<file path="config.mk">
export PLATFORM = sky130hd
export DESIGN_NAME = pas_port_a
export DESIGN_NICKNAME = d
export VERILOG_FILES = /design/src/core/pas_pkg.sv /design/src/core/pas_port_a.sv
export SDC_FILE = /design/constraint.sdc
export NUM_CORES = 1
export LEC_CHECK = 0
export ABC_AREA = 1
export BUFFER_PORTS_ARGS = -buffer_cell sky130_fd_sc_hd__clkbuf_2
export CORE_MARGIN = 1.5
export CORE_UTILIZATION = 41
export CTS_CLUSTER_SIZE = 24
export DETAILED_ROUTE_END_ITERATION = 8
export HOLD_SLACK_MARGIN = 0.02
export PLACE_DENSITY_LB_ADDON = 0.12
export SLEW_MARGIN = 20
export SYNTH_ARGS = -nofsm -noshare
export SYNTH_HDL_FRONTEND = slang
export SYNTH_SLANG_ARGS = --single-unit
</file>
<file path="constraint.sdc">
create_clock -name clk_i -period 1.6 [get_ports clk_i]
set_clock_uncertainty 0.15 [all_clocks]
set_input_delay 0.16 -clock clk_i [delete_from_list [all_inputs] [get_ports clk_i]]
set_output_delay 0.16 -clock clk_i [all_outputs]
set_load 0.005 [all_outputs]
</file>
<file path="src/core/pas_pkg.sv">
/*
 Package for the Port A block with pin steering: register map, reset values,
 pin and steering bit positions, and the structs that carry peripheral drives,
 configuration-word enables and steered routes.
 Assumes a 32-bit classic Wishbone bus with byte addresses.
*/
package pas_pkg;

   // Register byte offsets
   localparam logic [7:0] PAS_PIN_VALUE_ADR     = 8'h00;
   localparam logic [7:0] PAS_DIRECTION_ADR     = 8'h04;
   localparam logic [7:0] PAS_OUTPUT_LATCH_ADR  = 8'h08;
   localparam logic [7:0] PAS_ANALOG_SELECT_ADR = 8'h0c;
   localparam logic [7:0] PAS_STEERING_ADR      = 8'h10;

   // Values after reset
   localparam logic [7:0] PAS_DIRECTION_RST     = 8'hff;
   localparam logic [7:0] PAS_OUTPUT_LATCH_RST  = 8'h00;
   localparam logic [5:0] PAS_ANALOG_SELECT_RST = 6'h3f;
   localparam logic [6:0] PAS_STEERING_RST      = 7'h00;

   // Steering bit positions
   localparam int PAS_CAPCOMP2_PIN_CHOICE    = 0;
   localparam int PAS_SLAVE_SELECT_PIN_CHOICE = 1;
   localparam int PAS_COMPARATOR2_PIN_CHOICE = 2;
   localparam int PAS_LATCH_INV_PIN_CHOICE   = 3;
   localparam int PAS_PWM2_B_PIN_CHOICE      = 4;
   localparam int PAS_TIMER1_GATE_PIN_CHOICE = 5;
   localparam int PAS_CAPCOMP3_PIN_CHOICE    = 6;

   // Regulator capacitor pin placement
   localparam logic [1:0] PAS_REGULATOR_CAPACITOR_ON_PIN0 = 2'h0;
   localparam logic [1:0] PAS_REGULATOR_CAPACITOR_ON_PIN5 = 2'h1;
   localparam logic [1:0] PAS_REGULATOR_CAPACITOR_ON_PIN6 = 2'h2;

   // Peripheral output drives toward Port A and steered outputs
   typedef struct packed {
      logic [7:0] lcd_en;      // One LCD segment/common per pin
      logic [7:0] lcd_val;
      logic       lcd_common_three_en;     // Second LCD entry on pin 3
      logic       lcd_common_three_val;
      logic       srq_en;
      logic       srq_val;
      logic       latch_inverted_output_en;
      logic       latch_inverted_output_val;
      logic       c1_en;
      logic       c1_val;
      logic       c2_en;
      logic       c2_val;
      logic       dac_en;
      logic       dac_val;
      logic       capcomp5_signal_en;
      logic       capcomp5_signal_val;
      logic       clock_output_pin_val;
      logic       ccp3_en;
      logic       ccp3_val;
      logic       p2b_en;
      logic       p2b_val;
      logic       ccp2_en;
      logic       ccp2_val;
   } pas_periph_s;

   // Configuration-word enables
   typedef struct packed {
      logic       regulator_capacitor_en;
      logic [1:0] regulator_capacitor_pin;
      logic       osc_ext;     // Oscillator uses pins 6 and 7
      logic       clock_output_pin_en;
      logic       pins28;      // 28-pin package variant
   } pas_cfg_s;

   // One steered output: override enable per candidate pin and value
   typedef struct packed {
      logic prim_en;
      logic alt_en;
      logic val;
   } pas_route_s;

endpackage

</file>
<file path="src/core/pas_port_a.sv">
/*
 Port A general purpose I/O with pin steering: direction, output latch,
 synchronised pin read-back, analog select gating, steering register and the
 fixed output priority multiplexer of the eight Port A pins.
 Assumes a classic Wishbone master on clk_i, asynchronous pins on pin_in_i,
 and peripheral drives and configuration enables from logic on clk_i.
*/
// Operation
// - Seven steering bits, bit 7 reads zero
// - Steering moves overrides, never touches direction
// - Bit 6 moves capture/compare 3 pin
// - Bit 5 picks timer1 gate source pin
// - Bit 4 moves second PWM B output
// - Bit 3 moves latch inverted output
// - Bit 2 moves comparator 2 output
// - Bit 1 picks slave select source pin
// - Bit 0 moves capture/compare 2 signal
// - Direction one tristates, zero drives latch
// - Pin value reads pins, writes latch
// - Port writes are read-modify-write into latch
// - Direction controls drivers even in analog
// - Analog pins read zero, buffer disabled
// - Analog select leaves digital outputs alone
// - Analog select resets to analog mode
// - Highest enabled function owns the pin
// - Priority order for pins zero to three
// - Priority order for pins four, five
// - Priority order for pins six, seven
// - Analog inputs active only in analog mode
`timescale 1ns/1ps
`default_nettype none

module pas_port_a (
   // Clock and reset
   input  wire logic               clk_i,
   input  wire logic               rst_i,
   // Wishbone slave
   input  wire logic               cyc_i,
   input  wire logic               stb_i,
   input  wire logic               we_i,
   input  wire logic [7:0]         adr_i,
   input  wire logic [3:0]         sel_i,
   input  wire logic [31:0]        dat_i,
   output logic      [31:0]        dat_o,
   output logic                    ack_o,
   // Port A pins
   input  wire logic [7:0]         pin_in_i,
   output logic      [7:0]         pin_out_o,
   output logic      [7:0]         pin_oe_o,
   output logic      [7:0]         dig_in_en_o,
   output logic      [7:0]         analog_on_o,
   // Peripherals and configuration
   input  wire pas_pkg::pas_periph_s periph_i,
   input  wire pas_pkg::pas_cfg_s  cfg_i,
   input  wire logic               t1g_rb5_i,
   input  wire logic               t1g_rc4_i,
   // Steered signals
   output pas_pkg::pas_route_s     ccp3_o,
   output pas_pkg::pas_route_s     p2b_o,
   output pas_pkg::pas_route_s     ccp2_o,
   output logic                    timer1_gate_o,
   output logic                    slave_select_o
);
   import pas_pkg::*;

   logic [7:0]  dir_ff;
   logic [7:0]  lat_ff;
   logic [5:0]  ansel_ff;
   logic [6:0]  steer_ff;
   logic        ack_ff;
   logic [31:0] dat_ff;
   pas_cfg_s    cfg_ff;
   logic [7:0]  sync1_ff;
   logic [7:0]  sync2_ff;
   logic [7:0]  sync3_ff;
   logic [7:0]  pin_lvl_ff;
   logic [7:0]  pin_out_ff;
   logic [7:0]  pin_oe_ff;
   logic        t1g_ff;
   logic        ss_ff;
   pas_route_s  ccp3_ff;
   pas_route_s  p2b_ff;
   pas_route_s  ccp2_ff;
   logic [7:0]  ansel_all;
   logic [7:0]  dig_read;
   logic        req;
   logic        wr_now;
   logic [31:0] nxt_dat;
   logic [7:0]  nxt_val;
   logic [7:0]  nxt_hiz;

   assign ansel_all = {2'b00, ansel_ff};
   assign dig_read  = pin_lvl_ff & ~ansel_all;

   // Bus: one wait cycle, writes land on the acknowledge edge
   assign req    = cyc_i & stb_i & ~ack_ff;
   assign wr_now = cyc_i & stb_i & we_i & ack_ff;

   always_ff @(posedge clk_i) begin
      if (rst_i) begin
         ack_ff <= 1'b0;
      end else begin
         ack_ff <= req;
      end
   end

   always_comb begin
      nxt_dat = 32'h0000_0000;
      case (adr_i)
         PAS_PIN_VALUE_ADR:     nxt_dat[7:0] = dig_read;
         PAS_DIRECTION_ADR:     nxt_dat[7:0] = dir_ff;
         PAS_OUTPUT_LATCH_ADR:  nxt_dat[7:0] = lat_ff;
         PAS_ANALOG_SELECT_ADR: nxt_dat[5:0] = ansel_ff;
         PAS_STEERING_ADR:      nxt_dat[6:0] = steer_ff;
         default:               nxt_dat = 32'h0000_0000;
      endcase
   end

   always_ff @(posedge clk_i) begin
      if (rst_i) begin
         dat_ff <= 32'h0000_0000;
      end else if (req) begin
         dat_ff <= nxt_dat;
      end
   end

   // Configuration enables sampled while reset stands, held after it
   always_ff @(posedge clk_i) begin
      if (rst_i) begin
         cfg_ff <= cfg_i;
      end
   end

   // Control registers
   always_ff @(posedge clk_i) begin
      if (rst_i) begin
         dir_ff <= PAS_DIRECTION_RST;
      end else if (wr_now && sel_i[0] && adr_i == PAS_DIRECTION_ADR) begin
         dir_ff <= dat_i[7:0];
      end
   end

   always_ff @(posedge clk_i) begin
      if (rst_i) begin
         ansel_ff <= PAS_ANALOG_SELECT_RST;
      end else if (wr_now && sel_i[0] && adr_i == PAS_ANALOG_SELECT_ADR) begin
         ansel_ff <= dat_i[5:0];
      end
   end

   always_ff @(posedge clk_i) begin
      if (rst_i) begin
         steer_ff <= PAS_STEERING_RST;
      end else if (wr_now && sel_i[0] && adr_i == PAS_STEERING_ADR) begin
         steer_ff <= dat_i[6:0];
      end
   end

   // Latch: port writes merge the pin read-back with the addressed lane
   always_ff @(posedge clk_i) begin
      if (rst_i) begin
         lat_ff <= PAS_OUTPUT_LATCH_RST;
      end else if (wr_now && adr_i == PAS_PIN_VALUE_ADR) begin
         lat_ff <= sel_i[0] ? dat_i[7:0] : dig_read;
      end else if (wr_now && sel_i[0] && adr_i == PAS_OUTPUT_LATCH_ADR) begin
         lat_ff <= dat_i[7:0];
      end
   end

   // Pin synchronisers, a level counts once stages two and three agree
   genvar g;
   generate
      for (g = 0; g < 8; g++) begin : g_sync
         always_ff @(posedge clk_i) begin
            if (rst_i) begin
               sync1_ff[g]   <= 1'b0;
               sync2_ff[g]   <= 1'b0;
               sync3_ff[g]   <= 1'b0;
               pin_lvl_ff[g] <= 1'b0;
            end else begin
               sync1_ff[g] <= pin_in_i[g];
               sync2_ff[g] <= sync1_ff[g];
               sync3_ff[g] <= sync2_ff[g];
               if (sync2_ff[g] == sync3_ff[g]) begin
                  pin_lvl_ff[g] <= sync3_ff[g];
               end
            end
         end
      end
   endgenerate

   // Output priority, lowest entry first so higher ones overwrite
   always_comb begin
      nxt_val = lat_ff;
      nxt_hiz = 8'h00;
      // Pin 0
      if (periph_i.c2_en && steer_ff[PAS_COMPARATOR2_PIN_CHOICE]) begin
         nxt_val[0] = periph_i.c2_val;
      end
      if (periph_i.latch_inverted_output_en && steer_ff[PAS_LATCH_INV_PIN_CHOICE]) begin
         nxt_val[0] = periph_i.latch_inverted_output_val;
      end
      if (periph_i.lcd_en[0]) begin
         nxt_val[0] = periph_i.lcd_val[0];
      end
      if (cfg_ff.regulator_capacitor_en && cfg_ff.regulator_capacitor_pin == PAS_REGULATOR_CAPACITOR_ON_PIN0) begin
         nxt_hiz[0] = 1'b1;
      end
      // Pin 1
      if (periph_i.lcd_en[1]) begin
         nxt_val[1] = periph_i.lcd_val[1];
      end
      // Pin 2
      if (periph_i.dac_en) begin
         nxt_val[2] = periph_i.dac_val;
      end
      if (periph_i.lcd_en[2]) begin
         nxt_val[2] = periph_i.lcd_val[2];
      end
      // Pin 3
      if (periph_i.lcd_en[3]) begin
         nxt_val[3] = periph_i.lcd_val[3];
      end
      if (periph_i.lcd_common_three_en && cfg_ff.pins28) begin
         nxt_val[3] = periph_i.lcd_common_three_val;
      end
      // Pin 4
      if (periph_i.capcomp5_signal_en && cfg_ff.pins28) begin
         nxt_val[4] = periph_i.capcomp5_signal_val;
      end
      if (periph_i.c1_en) begin
         nxt_val[4] = periph_i.c1_val;
      end
      if (periph_i.srq_en) begin
         nxt_val[4] = periph_i.srq_val;
      end
      if (periph_i.lcd_en[4]) begin
         nxt_val[4] = periph_i.lcd_val[4];
      end
      // Pin 5
      if (periph_i.c2_en && !steer_ff[PAS_COMPARATOR2_PIN_CHOICE]) begin
         nxt_val[5] = periph_i.c2_val;
      end
      if (periph_i.latch_inverted_output_en && !steer_ff[PAS_LATCH_INV_PIN_CHOICE]) begin
         nxt_val[5] = periph_i.latch_inverted_output_val;
      end
      if (periph_i.lcd_en[5]) begin
         nxt_val[5] = periph_i.lcd_val[5];
      end
      if (cfg_ff.regulator_capacitor_en && cfg_ff.regulator_capacitor_pin == PAS_REGULATOR_CAPACITOR_ON_PIN5) begin
         nxt_hiz[5] = 1'b1;
      end
      // Pin 6
      if (periph_i.lcd_en[6]) begin
         nxt_val[6] = periph_i.lcd_val[6];
      end
      if (cfg_ff.clock_output_pin_en) begin
         nxt_val[6] = periph_i.clock_output_pin_val;
      end
      if (cfg_ff.osc_ext || (cfg_ff.regulator_capacitor_en && cfg_ff.regulator_capacitor_pin == PAS_REGULATOR_CAPACITOR_ON_PIN6)) begin
         nxt_hiz[6] = 1'b1;
      end
      // Pin 7
      if (periph_i.lcd_en[7]) begin
         nxt_val[7] = periph_i.lcd_val[7];
      end
      if (cfg_ff.osc_ext) begin
         nxt_hiz[7] = 1'b1;
      end
   end

   // Pin drivers; analog select deliberately plays no part here
   always_ff @(posedge clk_i) begin
      if (rst_i) begin
         pin_out_ff <= 8'h00;
         pin_oe_ff  <= 8'h00;
      end else begin
         pin_out_ff <= nxt_val;
         pin_oe_ff  <= ~dir_ff & ~nxt_hiz;
      end
   end

   // Steered routes and inputs
   always_ff @(posedge clk_i) begin
      if (rst_i) begin
         ccp3_ff <= '0;
         p2b_ff  <= '0;
         ccp2_ff <= '0;
      end else begin
         ccp3_ff.prim_en <= periph_i.ccp3_en & ~steer_ff[PAS_CAPCOMP3_PIN_CHOICE];
         ccp3_ff.alt_en  <= periph_i.ccp3_en & steer_ff[PAS_CAPCOMP3_PIN_CHOICE];
         ccp3_ff.val     <= periph_i.ccp3_val;
         p2b_ff.prim_en  <= periph_i.p2b_en & ~steer_ff[PAS_PWM2_B_PIN_CHOICE];
         p2b_ff.alt_en   <= periph_i.p2b_en & steer_ff[PAS_PWM2_B_PIN_CHOICE];
         p2b_ff.val      <= periph_i.p2b_val;
         ccp2_ff.prim_en <= periph_i.ccp2_en & ~steer_ff[PAS_CAPCOMP2_PIN_CHOICE];
         ccp2_ff.alt_en  <= periph_i.ccp2_en & steer_ff[PAS_CAPCOMP2_PIN_CHOICE];
         ccp2_ff.val     <= periph_i.ccp2_val;
      end
   end

   always_ff @(posedge clk_i) begin
      if (rst_i) begin
         t1g_ff <= 1'b0;
         ss_ff  <= 1'b0;
      end else begin
         t1g_ff <= steer_ff[PAS_TIMER1_GATE_PIN_CHOICE] ? t1g_rc4_i : t1g_rb5_i;
         ss_ff  <= steer_ff[PAS_SLAVE_SELECT_PIN_CHOICE] ? dig_read[0] : dig_read[5];
      end
   end

   assign dat_o          = dat_ff;
   assign ack_o          = ack_ff;
   assign pin_out_o      = pin_out_ff;
   assign pin_oe_o       = pin_oe_ff;
   assign dig_in_en_o    = ~ansel_all;
   assign analog_on_o    = ansel_all;
   assign ccp3_o         = ccp3_ff;
   assign p2b_o          = p2b_ff;
   assign ccp2_o         = ccp2_ff;
   assign timer1_gate_o  = t1g_ff;
   assign slave_select_o = ss_ff;
endmodule

`default_nettype wire

</file>
After elaboration in Yosys (flattened, before gate mapping)
Cells that the tools add are included.
{"block": "totals", "register_bits": 103, "latch_bits": 0, "mem_bits_rw": 0, "mem_bits_ro": 0, "inputBits": 102, "out_inout_bits": 76, "word_cells": 140, "n_memories": 0}
{"block": "op_classes", "n_addsub": 0, "n_mul": 0, "n_div": 0, "magnitude_cmp": 0, "eq_ne": 14, "shift": 0, "muxes": 30, "n_bitwise": 19, "reduce_logical": 21}
{"operator": "$pmux W6 S5", "count": 1}
{"operator": "$mux W1", "count": 24}
{"operator": "$mux W8", "count": 3}
{"operator": "$and A8 B8 Y8", "count": 2}
{"operator": "$eq A8 B4 Y1 const B", "count": 2}
{"operator": "$not A8 Y8", "count": 2}
{"operator": "$logic_and A1 B1 Y1", "count": 15}
{"operator": "$and A1 B1 Y1", "count": 10}
{"operator": "$eq A1 B1 Y1", "count": 8}
{"operator": "$eq A8 B3 Y1 const B", "count": 1}
{"operator": "$eq A8 B5 Y1 const B", "count": 1}
{"operator": "$logic_not A8 Y1", "count": 1}
{"operator": "$not A6 Y8", "count": 1}
{"operator": "$not A1 Y1", "count": 4}
{"operator": "$pmux W1 S4", "count": 1}
{"operator": "$pmux W1 S3", "count": 1}
{"operator": "$eq A2 B1 Y1 const B", "count": 1}
{"operator": "$eq A2 B2 Y1 const B", "count": 1}
{"operator": "$logic_not A1 Y1", "count": 2}
{"operator": "$logic_not A2 Y1", "count": 1}
{"operator": "$reduce_bool A2 Y1", "count": 1}
{"operator": "$logic_or A1 B1 Y1", "count": 1}

Logic depth before layout (Yosys ltp)
Gate-level depths: netlist of the first run.
{"block": "logic_depth", "depth_word": 7, "depth_mapped": 10, "ltp_nobuf": 10}

Least setup slack after synthesis of the first run
Ideal clock, no wire load.
{"block": "synth_timing", "kind": "reg-to-reg", "startpoint": "register ack_ff (netlist: ack_o)", "endpoint": "register dir_ff[6]", "setup_ps": 138, "arrival_ps": 1167, "t_required_ps": 1312, "setup_slack_ps": 145, "path_stages_with_launch": 9, "n_path_buf": 1, "synth_period_minus_slack_ps": 1455, "cell_sequence": "dfxtp_1 > nand2_1 > nor2_4 > nand2_2 > inv_2 > nand3_2 > buf_6 > nand2_1 > o211ai_1"}
{"block": "synth_via", "elab_chain_len": 3}
{"element": "from (decl)", "line": "pas_port_a.sv:70", "source": "logic ack_ff;"}
{"element": "from (signal assigned)", "line": "pas_port_a.sv:103", "source": "ack_ff <= req;"}
{"element": "$and A1 B1 Y1", "line": "pas_port_a.sv:97", "source": "assign wr_now = cyc_i & stb_i & we_i & ack_ff;"}
{"element": "$logic_and A1 B1 Y1 (2 in a row)", "line": "pas_port_a.sv:138", "source": "end else if (wr_now && sel_i[0] && adr_i == PAS_DIRECTION_ADR) begin"}
{"element": "to (signal assigned)", "line": "pas_port_a.sv:139", "source": "dir_ff <= dat_i[7:0];"}
{"element": "to (decl)", "line": "pas_port_a.sv:66", "source": "logic [7:0] dir_ff;"}
No other way between the ends.
A chain may end at the register's enable or synchronous reset.

Final worst setup path of the first run
{"block": "layout_timing", "startpoint": "register ack_ff (netlist: ack_o)", "endpoint": "register lat_ff[0]"}
{"block": "layout_via", "elab_chain_len": 4}
{"element": "$and A1 B1 Y1 *", "line": "pas_port_a.sv:97"}
{"element": "$logic_and A1 B1 Y1 (2 in a row)", "line": "pas_port_a.sv:165", "source": "end else if (wr_now && sel_i[0] && adr_i == PAS_OUTPUT_LATCH_ADR) begin"}
{"element": "$reduce_bool A2 Y1 (no source line)"}
{"element": "to (signal assigned)", "line": "pas_port_a.sv:164", "source": "lat_ff <= sel_i[0] ? dat_i[7:0] : dig_read;"}
{"element": "to (signal assigned)", "line": "pas_port_a.sv:166", "source": "lat_ff <= dat_i[7:0];"}
{"element": "to (decl)", "line": "pas_port_a.sv:67", "source": "logic [7:0] lat_ff;"}
Every way passes the cells marked *; elsewhere a longest branch is shown, timed or not.

==> metrics.txt, run 1 <==
# TYPE chip_impl_metric gauge
chip_impl_info{name="run_status",value="complete, no violations"} 1
chip_impl_metric{name="timing.final.crit_share",unit="%"} 91.5
chip_impl_metric{name="place_ws",unit="ns"} 0.0240
chip_impl_metric{name="mapped_cells",unit=""} 545
chip_impl_metric{name="cap_viol_max_count",unit=""} 0
chip_impl_metric{name="whs_path_depth",unit=""} 3
chip_impl_metric{name="worstPathMaxFanout",unit=""} 4
chip_impl_metric{name="area_growth",unit="%"} 36.0
chip_impl_metric{name="synthArstFlopShare",unit="%"} 0
chip_impl_metric{name="cts-htree-levels",unit=""} 3
chip_impl_metric{name="syn_avg_cell_area",unit="um^2"} 7.97
chip_impl_metric{name="tritoncts_num_sinks",unit=""} 103
chip_impl_metric{name="netlist_area_before_placement",unit="mm^2"} 0.00435
chip_impl_info{name="critical_path_source_type",value="register"} 1
chip_impl_metric{name="initial_core_util",unit="%"} 42.1
chip_impl_metric{name="tritoncts.num_buffers",unit=""} 9
chip_impl_metric{name="grt_antenna_before_repair",unit=""} 0
chip_impl_metric{name="dp_cells",unit=""} 806
chip_impl_metric{name="design.die.area",unit="mm^2"} 0.0112
chip_impl_metric{name="worst_path_largest_cell_delay",unit="ns"} 0.35
chip_impl_metric{name="total_leakage_power",unit="nW"} 2.96
chip_impl_metric{name="finish.utilization",unit="%"} 57.2
chip_impl_metric{name="grt_overflow",unit=""} 0
chip_impl_metric{name="grtUsageMet3",unit="%"} 2.94
chip_impl_metric{name="cts.path.max_buffers",unit=""} 2
chip_impl_info{name="cts-root-buf",value="sky130_fd_sc_hd__clkbuf_8"} 1
chip_impl_metric{name="finalNetCount",unit=""} 841
chip_impl_metric{name="io_pins",unit=""} 178
chip_impl_metric{name="routed_wirelength",unit="um"} 12200
chip_impl_metric{name="place_area",unit="mm^2"} 0.00512
chip_impl_info{name="timing.critical_path.max_delay_family",value="simple AND/OR/NAND/NOR gates"} 1
chip_impl_metric{name="total_global_route_track_usage",unit="%"} 22.7
chip_impl_info{name="top_usage_layer",value="met2"} 1
chip_impl_metric{name="required",unit="ns"} 1.77
chip_impl_metric{name="finalMaxSlewViolations",unit=""} 0
chip_impl_metric{name="worst-endpoint-arrival",unit="ns"} 1.64
chip_impl_metric{name="postLayoutCellArea",unit="mm^2"} 0.00591
chip_impl_info{name="cts_tree",value="done"} 1
chip_impl_metric{name="gr-usage-met1",unit="%"} 28.0
chip_impl_metric{name="die_width",unit="um"} 106
chip_impl_info{name="crit_slowest_cell",value="sky130_fd_sc_hd__dfxtp_2"} 1
chip_impl_metric{name="synth_seq_cells",unit=""} 103
chip_impl_metric{name="core_area",unit="mm^2"} 0.0103
chip_impl_metric{name="post_route_cells_drive_above_1_share",unit="%"} 25.9
chip_impl_metric{name="met2_grt_util",unit="%"} 40.1
chip_impl_metric{name="ys_warn_count",unit=""} 0
chip_impl_metric{name="drt-vias-per-instance",unit=""} 4.57
chip_impl_metric{name="grt_max_degree",unit=""} 48
chip_impl_metric{name="hold_ws",unit="ns"} 0.0330
chip_impl_metric{name="synth-edff-count",unit=""} 6
chip_impl_metric{name="worstPathBufferInverterCount",unit=""} 2
chip_impl_metric{name="fp.dieH",unit="um"} 106
chip_impl_metric{name="avgRoutedWirePerCell",unit="um"} 13.9
chip_impl_metric{name="path_clk_slew",unit="ns"} 0.10
chip_impl_metric{name="port-buffer-count",unit=""} 122
chip_impl_metric{name="ys_seq_area_share",unit="%"} 48.8
chip_impl_metric{name="antenna_cells",unit=""} 0
chip_impl_metric{name="hold_viol_final",unit=""} 0
chip_impl_metric{name="worstSetupPathDepth",unit=""} 8
chip_impl_metric{name="via_count",unit=""} 4020
chip_impl_info{name="critPathCaptureType",value="register"} 1
chip_impl_metric{name="detail_route.iter0.violations",unit=""} 210
chip_impl_info{name="holdCritPathClass",value="in2reg"} 1
chip_impl_metric{name="grt_pass1_wl",unit="um"} 19400
chip_impl_metric{name="netlist-cell-type-count",unit=""} 38
chip_impl_info{name="setup_repair_after_global_routing_missed_its_margin",value="yes"} 1
chip_impl_info{name="critPathKind",value="reg2reg"} 1
chip_impl_metric{name="finalWeightedCongestion",unit=""} 0.829
chip_impl_metric{name="p_total",unit="mW"} 4.86
chip_impl_metric{name="buffers_inserted_by_post_cts_timing_repair",unit=""} 0
chip_impl_metric{name="pwrdens",unit="mW/mm^2"} 823
chip_impl_metric{name="post_route_setup_slack",unit="ns"} 0.137
chip_impl_metric{name="final_period_demand_of_the_worst_path",unit="ns"} 1.46
chip_impl_metric{name="stdcell_count",unit=""} 880
chip_impl_metric{name="place.detailed.hpwl",unit="um"} 8520
chip_impl_metric{name="clkLatencyLatePin",unit="ns"} 0.38
chip_impl_metric{name="cell_count_of_the_worst_reg_to_reg_path",unit=""} 8
chip_impl_info{name="crit_path_cell_trace",value="nand2_1 > nor2_4 > buf_4 > nand2_2 > buf_4 > nand3_1 > nand2_1 > nor2b_4"} 1
chip_impl_metric{name="synth_largest_type_area_fraction",unit="%"} 44.7
chip_impl_metric{name="number_of_filler_instances_in_the_final_layout",unit=""} 968
chip_impl_metric{name="tns",unit="ns"} 0
chip_impl_metric{name="vias_in_the_first_global_route",unit=""} 3984
chip_impl_metric{name="ant_nets",unit=""} 0
chip_impl_info{name="netlist_top_cells_area",value="sky130_fd_sc_hd__dfxtp_1, sky130_fd_sc_hd__inv_1, sky130_fd_sc_hd__nor2_1"} 1
chip_impl_info{name="synth_largest_area_cell",value="sky130_fd_sc_hd__dfxtp_1"} 1
chip_impl_metric{name="detail_route.drc_violations",unit=""} 0
chip_impl_metric{name="final-setup-viol-count",unit=""} 0
chip_impl_info{name="yosys_most_used_dff",value="sky130_fd_sc_hd__dfxtp_1"} 1
chip_impl_metric{name="firstDrtPassIters",unit=""} 4
chip_impl_metric{name="maxClockFrequency",unit="MHz"} 683
chip_impl_metric{name="std_cell_rows",unit=""} 37
chip_impl_metric{name="irDropWorstVdd",unit="V"} 0.000578
## cell usage after synthesis, types with 2 or more instances
cell type	instances
sky130_fd_sc_hd__clkbuf_1	8
sky130_fd_sc_hd__nand2_2	6
sky130_fd_sc_hd__buf_2	5
sky130_fd_sc_hd__inv_2	2
sky130_fd_sc_hd__a211oi_1	6
sky130_fd_sc_hd__edfxtp_1	6
sky130_fd_sc_hd__nor3_1	8
sky130_fd_sc_hd__dfxtp_1	97
sky130_fd_sc_hd__nor2_4	4
sky130_fd_sc_hd__o211ai_1	16
sky130_fd_sc_hd__nand4_1	6
sky130_fd_sc_hd__a31oi_1	2
sky130_fd_sc_hd__a21oi_1	32
sky130_fd_sc_hd__o21ai_1	2
sky130_fd_sc_hd__buf_6	3
sky130_fd_sc_hd__mux2_2	2
sky130_fd_sc_hd__o221ai_1	2
sky130_fd_sc_hd__nand3_1	26
sky130_fd_sc_hd__nor2_1	71
sky130_fd_sc_hd__nor2_2	4
sky130_fd_sc_hd__inv_1	87
sky130_fd_sc_hd__buf_4	29
sky130_fd_sc_hd__nand3b_1	2
sky130_fd_sc_hd__nand2_4	2
sky130_fd_sc_hd__nor2b_4	3
sky130_fd_sc_hd__o21ai_0	34
sky130_fd_sc_hd__conb_1	2
sky130_fd_sc_hd__nand2_1	68
## flip-flops by register name, indices dropped and copies added, names as in the netlist, 6 cells and up
signal      count
sync1_ff        8
pin_lvl_ff      8
sync2_ff        8
lat_ff          8
dir_ff          8
dat_o           8
steer_ff        7
ansel_ff        6
cfg_ff          6
pin_oe_o        8
pin_out_o       8
sync3_ff        8
## final cells by class
type | count | area, um^2 | area share [%]
sequential | 103 | 2120 | 35.9
multi-input combinational | 332 | 1680 | 28.4
timing repair buffer | 202 | 1390 | 23.5
inverter | 91 | 350 | 5.93
tap | 136 | 170 | 2.88
clock buffer | 10 | 128 | 2.16
clock inverter | 6 | 66.3 | 1.12
## layout by cell type (no fill, tap or decap), types with 8 or more instances in the layout
cell	n
sky130_fd_sc_hd__clkbuf_8	9
sky130_fd_sc_hd__o21ai_0	34
sky130_fd_sc_hd__dlygate4sd3_1	57
sky130_fd_sc_hd__o211ai_1	16
sky130_fd_sc_hd__conb_1	28
sky130_fd_sc_hd__buf_4	20
sky130_fd_sc_hd__nand2_1	67
sky130_fd_sc_hd__clkbuf_2	122
sky130_fd_sc_hd__a21oi_1	32
sky130_fd_sc_hd__nand3_1	26
sky130_fd_sc_hd__nor3_1	8
sky130_fd_sc_hd__inv_1	86
sky130_fd_sc_hd__dfxtp_1	96
sky130_fd_sc_hd__nor2_1	71
## final timing paths
path                                from                endpoint  slack [ns]
setup reg to reg        ack_o$_SDFF_PP0_  lat_ff[0]$_SDFFE_PP0P_        0.14
hold reg to reg   sync1_ff[7]$_SDFF_PP0_  sync2_ff[7]$_SDFF_PP0_        0.25
hold / removal                     rst_i     p2b_o[0]$_SDFF_PP0_        0.03
setup / recovery        ack_o$_SDFF_PP0_  lat_ff[0]$_SDFFE_PP0P_        0.14
## logic make-up (layout without fill, tap and decap cells)
| kind of cell | count (synthesis) | after routing | share of synthesized area (%) |
|---|---|---|---|
| AND/OR/NAND/NOR | 205 | 206 | 22.5 |
| multiplexers | 3 | 3 | 0.749 |
| AO/OA/AOI/OAI | 95 | 95 | 12.6 |
| other | 2 | 28 | 0.173 |
| flip-flops | 103 | 103 | 48.8 |
| buffers and inverters | 137 | 309 | 15.1 |
## routing by layer
metal | up-vias | share of wire [%]
met4 | 0 | 1.7
met2 | 125 | 49
met5 | - | 0
met3 | 15 | 5.1
li1 | 2071 | -
met1 | 1809 | 44
## where the power goes
part | internal [mW] | switching (mW)
combinational | 0.254 | 0.251
clock | 0.734 | 0.936
sequential | 2.66 | 0.0273
total | 3.65 | 1.21
## tightest hold or removal path, delay by kind of cell
kind                   cells  cell delay, ns
and+or+nand+nor            1            0.06
buffers and inverters      2            0.32
## what timing repair did
item | CTS | global route
setup endpoints to repair | 0 | 22
hold buffers | 57 | 0
resized for setup | 0 | 5
endpoints found under the hold margin | 53 | 0
Power figures use the tool's default switching activity.
==> inputs of run 2 (changes only) <==
Settings changed: BUFFER_PORTS_ARGS -buffer_cell sky130_fd_sc_hd__clkbuf_2 to -buffer_cell sky130_fd_sc_hd__buf_2, CORE_ASPECT_RATIO set to 0.9, CTS_CLUSTER_DIAMETER set to 100.
==> metrics.txt, run 2 (same netlist as run 1, synthesis figures left out) <==
# TYPE chip_impl_metric gauge
chip_impl_metric{name="finalMaxSlewViolations",unit=""} 0
chip_impl_metric{name="design.die.area",unit="mm^2"} 0.0112
chip_impl_metric{name="cellInternalPower",unit="mW"} 3.96
chip_impl_metric{name="worstPathMaxFanout",unit=""} 4
chip_impl_metric{name="post_route_cells_drive_above_1_share",unit="%"} 24.8
chip_impl_metric{name="net_switching_fraction_of_the_power",unit="%"} 23.8
chip_impl_metric{name="power_frac_comb",unit="%"} 9.3
chip_impl_info{name="crit_path_cell_trace",value="inv_1 > o221ai_1 > a31oi_1 > dlygate4sd3_1"} 1
chip_impl_metric{name="std_cell_rows",unit=""} 35
chip_impl_metric{name="avgRoutedWirePerCell",unit="um"} 13.4
chip_impl_metric{name="maxClockFrequency",unit="MHz"} 649
chip_impl_metric{name="detail_route.iter0.violations",unit=""} 151
chip_impl_metric{name="grt_max_degree",unit=""} 49
chip_impl_metric{name="grt_pass1_wl",unit="um"} 18100
chip_impl_metric{name="io_pins",unit=""} 178
chip_impl_metric{name="grt_antenna_before_repair",unit=""} 0
chip_impl_metric{name="p_clk_share",unit="%"} 39.0
chip_impl_metric{name="via_count",unit=""} 4004
chip_impl_metric{name="worstSetupPathDepth",unit=""} 4
chip_impl_metric{name="pwrdens",unit="mW/mm^2"} 882
chip_impl_metric{name="core_area",unit="mm^2"} 0.0103
chip_impl_info{name="hold_path.startpoint",value="periph_i[27]"} 1
chip_impl_metric{name="cell_count_of_the_worst_reg_to_reg_path",unit=""} 4
chip_impl_info{name="timing.critical_path.max_delay_family",value="buffers and inverters"} 1
chip_impl_metric{name="dp_cells",unit=""} 791
chip_impl_metric{name="hold_viol_final",unit=""} 0
chip_impl_metric{name="die_width",unit="um"} 112
chip_impl_metric{name="number_of_filler_instances_in_the_final_layout",unit=""} 971
chip_impl_metric{name="worst-endpoint-arrival",unit="ns"} 1.63
chip_impl_metric{name="port-buffer-count",unit=""} 122
chip_impl_metric{name="total_global_route_track_usage",unit="%"} 20.8
chip_impl_metric{name="place_area",unit="mm^2"} 0.00507
chip_impl_metric{name="fp.dieH",unit="um"} 101
chip_impl_info{name="cts_tree",value="done"} 1
chip_impl_metric{name="area_growth",unit="%"} 35.7
chip_impl_info{name="crit_slowest_cell",value="sky130_fd_sc_hd__dlygate4sd3_1"} 1
chip_impl_metric{name="cap_viol_max_count",unit=""} 0
chip_impl_metric{name="ant_nets",unit=""} 0
chip_impl_metric{name="cts-htree-levels",unit=""} 3
chip_impl_info{name="worst_setup_path_startpoint",value="steer_ff[3]$_SDFFE_PP0P_"} 1
chip_impl_metric{name="firstDrtPassIters",unit=""} 4
chip_impl_metric{name="drt-vias-per-instance",unit=""} 4.65
chip_impl_metric{name="tritoncts_num_sinks",unit=""} 103
chip_impl_metric{name="r2r_setup_slack",unit="ns"} 0.06
chip_impl_info{name="setup_repair_after_global_routing_missed_its_margin",value="yes"} 1
chip_impl_metric{name="irDropWorstVdd",unit="V"} 0.000792
chip_impl_metric{name="total_leakage_power",unit="nW"} 2.95
chip_impl_metric{name="clkLatencyLatePin",unit="ns"} 0.35
chip_impl_metric{name="routed_wirelength",unit="um"} 11500
chip_impl_metric{name="antenna_cells",unit=""} 0
chip_impl_metric{name="grt_overflow",unit=""} 0
chip_impl_metric{name="timing.final.crit_share",unit="%"} 96.2
chip_impl_metric{name="detail_route.drc_violations",unit=""} 0
chip_impl_metric{name="proportion_of_power_drawn_by_flip_flops_and_latches",unit="%"} 51.7
chip_impl_metric{name="worst_path_largest_cell_delay",unit="ns"} 0.55
chip_impl_info{name="worst_r2r_startpoint",value="steer_ff[3]$_SDFFE_PP0P_"} 1
chip_impl_metric{name="finalWeightedCongestion",unit=""} 0.872
chip_impl_metric{name="place.detailed.hpwl",unit="um"} 8310
chip_impl_info{name="critical_path_source_type",value="register"} 1
chip_impl_info{name="holdCritPathClass",value="in2reg"} 1
chip_impl_info{name="timing.rr.end",value="pin_out_o[0]$_SDFF_PP0_"} 1
chip_impl_metric{name="worstPathBufferInverterCount",unit=""} 2
chip_impl_metric{name="tns",unit="ns"} 0
chip_impl_metric{name="tritoncts.num_buffers",unit=""} 9
chip_impl_metric{name="path_clk_slew",unit="ns"} 0.07
chip_impl_info{name="most_used_cells_in_the_layout_excluding_fill_and_tap_cells",value="sky130_fd_sc_hd__buf_2, sky130_fd_sc_hd__dfxtp_1, sky130_fd_sc_hd__inv_1"} 1
chip_impl_metric{name="stdcell_count",unit=""} 862
chip_impl_info{name="run_status",value="complete, no violations"} 1
chip_impl_metric{name="final_period_demand_of_the_worst_path",unit="ns"} 1.54
chip_impl_metric{name="postLayoutCellArea",unit="mm^2"} 0.00590
chip_impl_info{name="worstSetupEndpoint",value="pin_out_o[0]$_SDFF_PP0_"} 1
chip_impl_info{name="mostFrequentLayoutCell",value="sky130_fd_sc_hd__buf_2"} 1
chip_impl_metric{name="final-setup-viol-count",unit=""} 0
chip_impl_info{name="cts-root-buf",value="sky130_fd_sc_hd__clkbuf_16"} 1
chip_impl_metric{name="cts.path.max_buffers",unit=""} 2
chip_impl_info{name="critPathCaptureType",value="register"} 1
chip_impl_metric{name="finalNetCount",unit=""} 830
chip_impl_metric{name="initial_core_util",unit="%"} 42.2
chip_impl_metric{name="power.net_switching",unit="mW"} 1.24
chip_impl_metric{name="vias_in_the_first_global_route",unit=""} 3697
chip_impl_info{name="critPathKind",value="reg2reg"} 1
chip_impl_metric{name="required",unit="ns"} 1.69
## run 2: cell count changes in the layout (fill, tap and decap cells not counted), sizes merged
cell,delta
clkbuf,-123
inv,-1
clkinv,+2
dlygate4sd3,-2
bufinv,-1
nand3,-1
clkinvlp,+1
buf,+114
## run 2: what timing repair did
action / in CTS / in global routing
buffers inserted: 0 / 0
hold buffers: 56 / 0
endpoints found under the hold margin: 51 / 0
setup endpoints to repair: 0 / 5
resized for setup: 0 / 4
## run 2: worst min path at each step
stage / to / cells after the start
2_1_floorplan: pin_out_o[1]$_SDFF_PP0_ / 1
3_3_place_gp: cfg_ff[0]$_DFFE_PP_ / 1
3_5_place_dp: cfg_ff[4]$_DFFE_PP_ / 1
4_1_cts: pin_out_o[4]$_SDFF_PP0_ / 5
5_1_grt: pin_out_o[6]$_SDFF_PP0_ / 4
6_report: pin_out_o[6]$_SDFF_PP0_ / 4
## run 2: cell type report
cell class	instances	area [um^2]	area share (%)
multi-input combinational	331	1670	28.2
inverter	91	350	5.94
timing repair buffer	192	1320	22.4
clock inverter	7	47.5	0.806
sequential	103	2120	36.0
tap	129	161	2.74
clock buffer	9	225	3.82
## run 2: power by group through the flow
stage               Clock (mW)  Combinational [mW]  Sequential [mW]
floorplan                    0               0.235             2.75
global placement             0               0.372             2.74
detailed placement           0               0.377             2.74
CTS                       2.10               0.484             2.69
global route              2.18               0.545             2.69
finish                    2.03               0.485             2.69
## run 2: worst register-to-register path: stages, from the launching register on
cell and delay (ns):
sky130_fd_sc_hd__dfxtp_1 0.37, sky130_fd_sc_hd__inv_1 0.09, sky130_fd_sc_hd__o221ai_1 0.17, sky130_fd_sc_hd__a31oi_1 0.10, sky130_fd_sc_hd__dlygate4sd3_1 0.55
## run 2: per-layer routing
metal | GRT usage [%] | part of all wire, % | vias to the layer above
met2 | 35.8 | 48 | 127
met4 | 6.43 | 1.3 | 0
met1 | 26.5 | 45 | 1828
met5 | 0 | 0 | -
met3 | 4.45 | 5.7 | 12
li1 | - | - | 2037
## run 2: through the flow
| stage | setup WS (ns) | hold WS [ns] | power [mW] | utilization (%) |
|---|---|---|---|---|
| after CTS | 0.0414 | 0.0410 | 5.26 | 57.3 |
| after floorplan | 0.145 | 0.104 | 2.98 | - |
| final | 0.0601 | 0.0123 | 5.20 | 57.3 |
| after global routing | -0.00561 | 0.0492 | 5.42 | 57.3 |
| after global placement | 0.0358 | 0.188 | 3.11 | 49.2 |
| after detailed placement | 0.0475 | 0.188 | 3.12 | 49.2 |
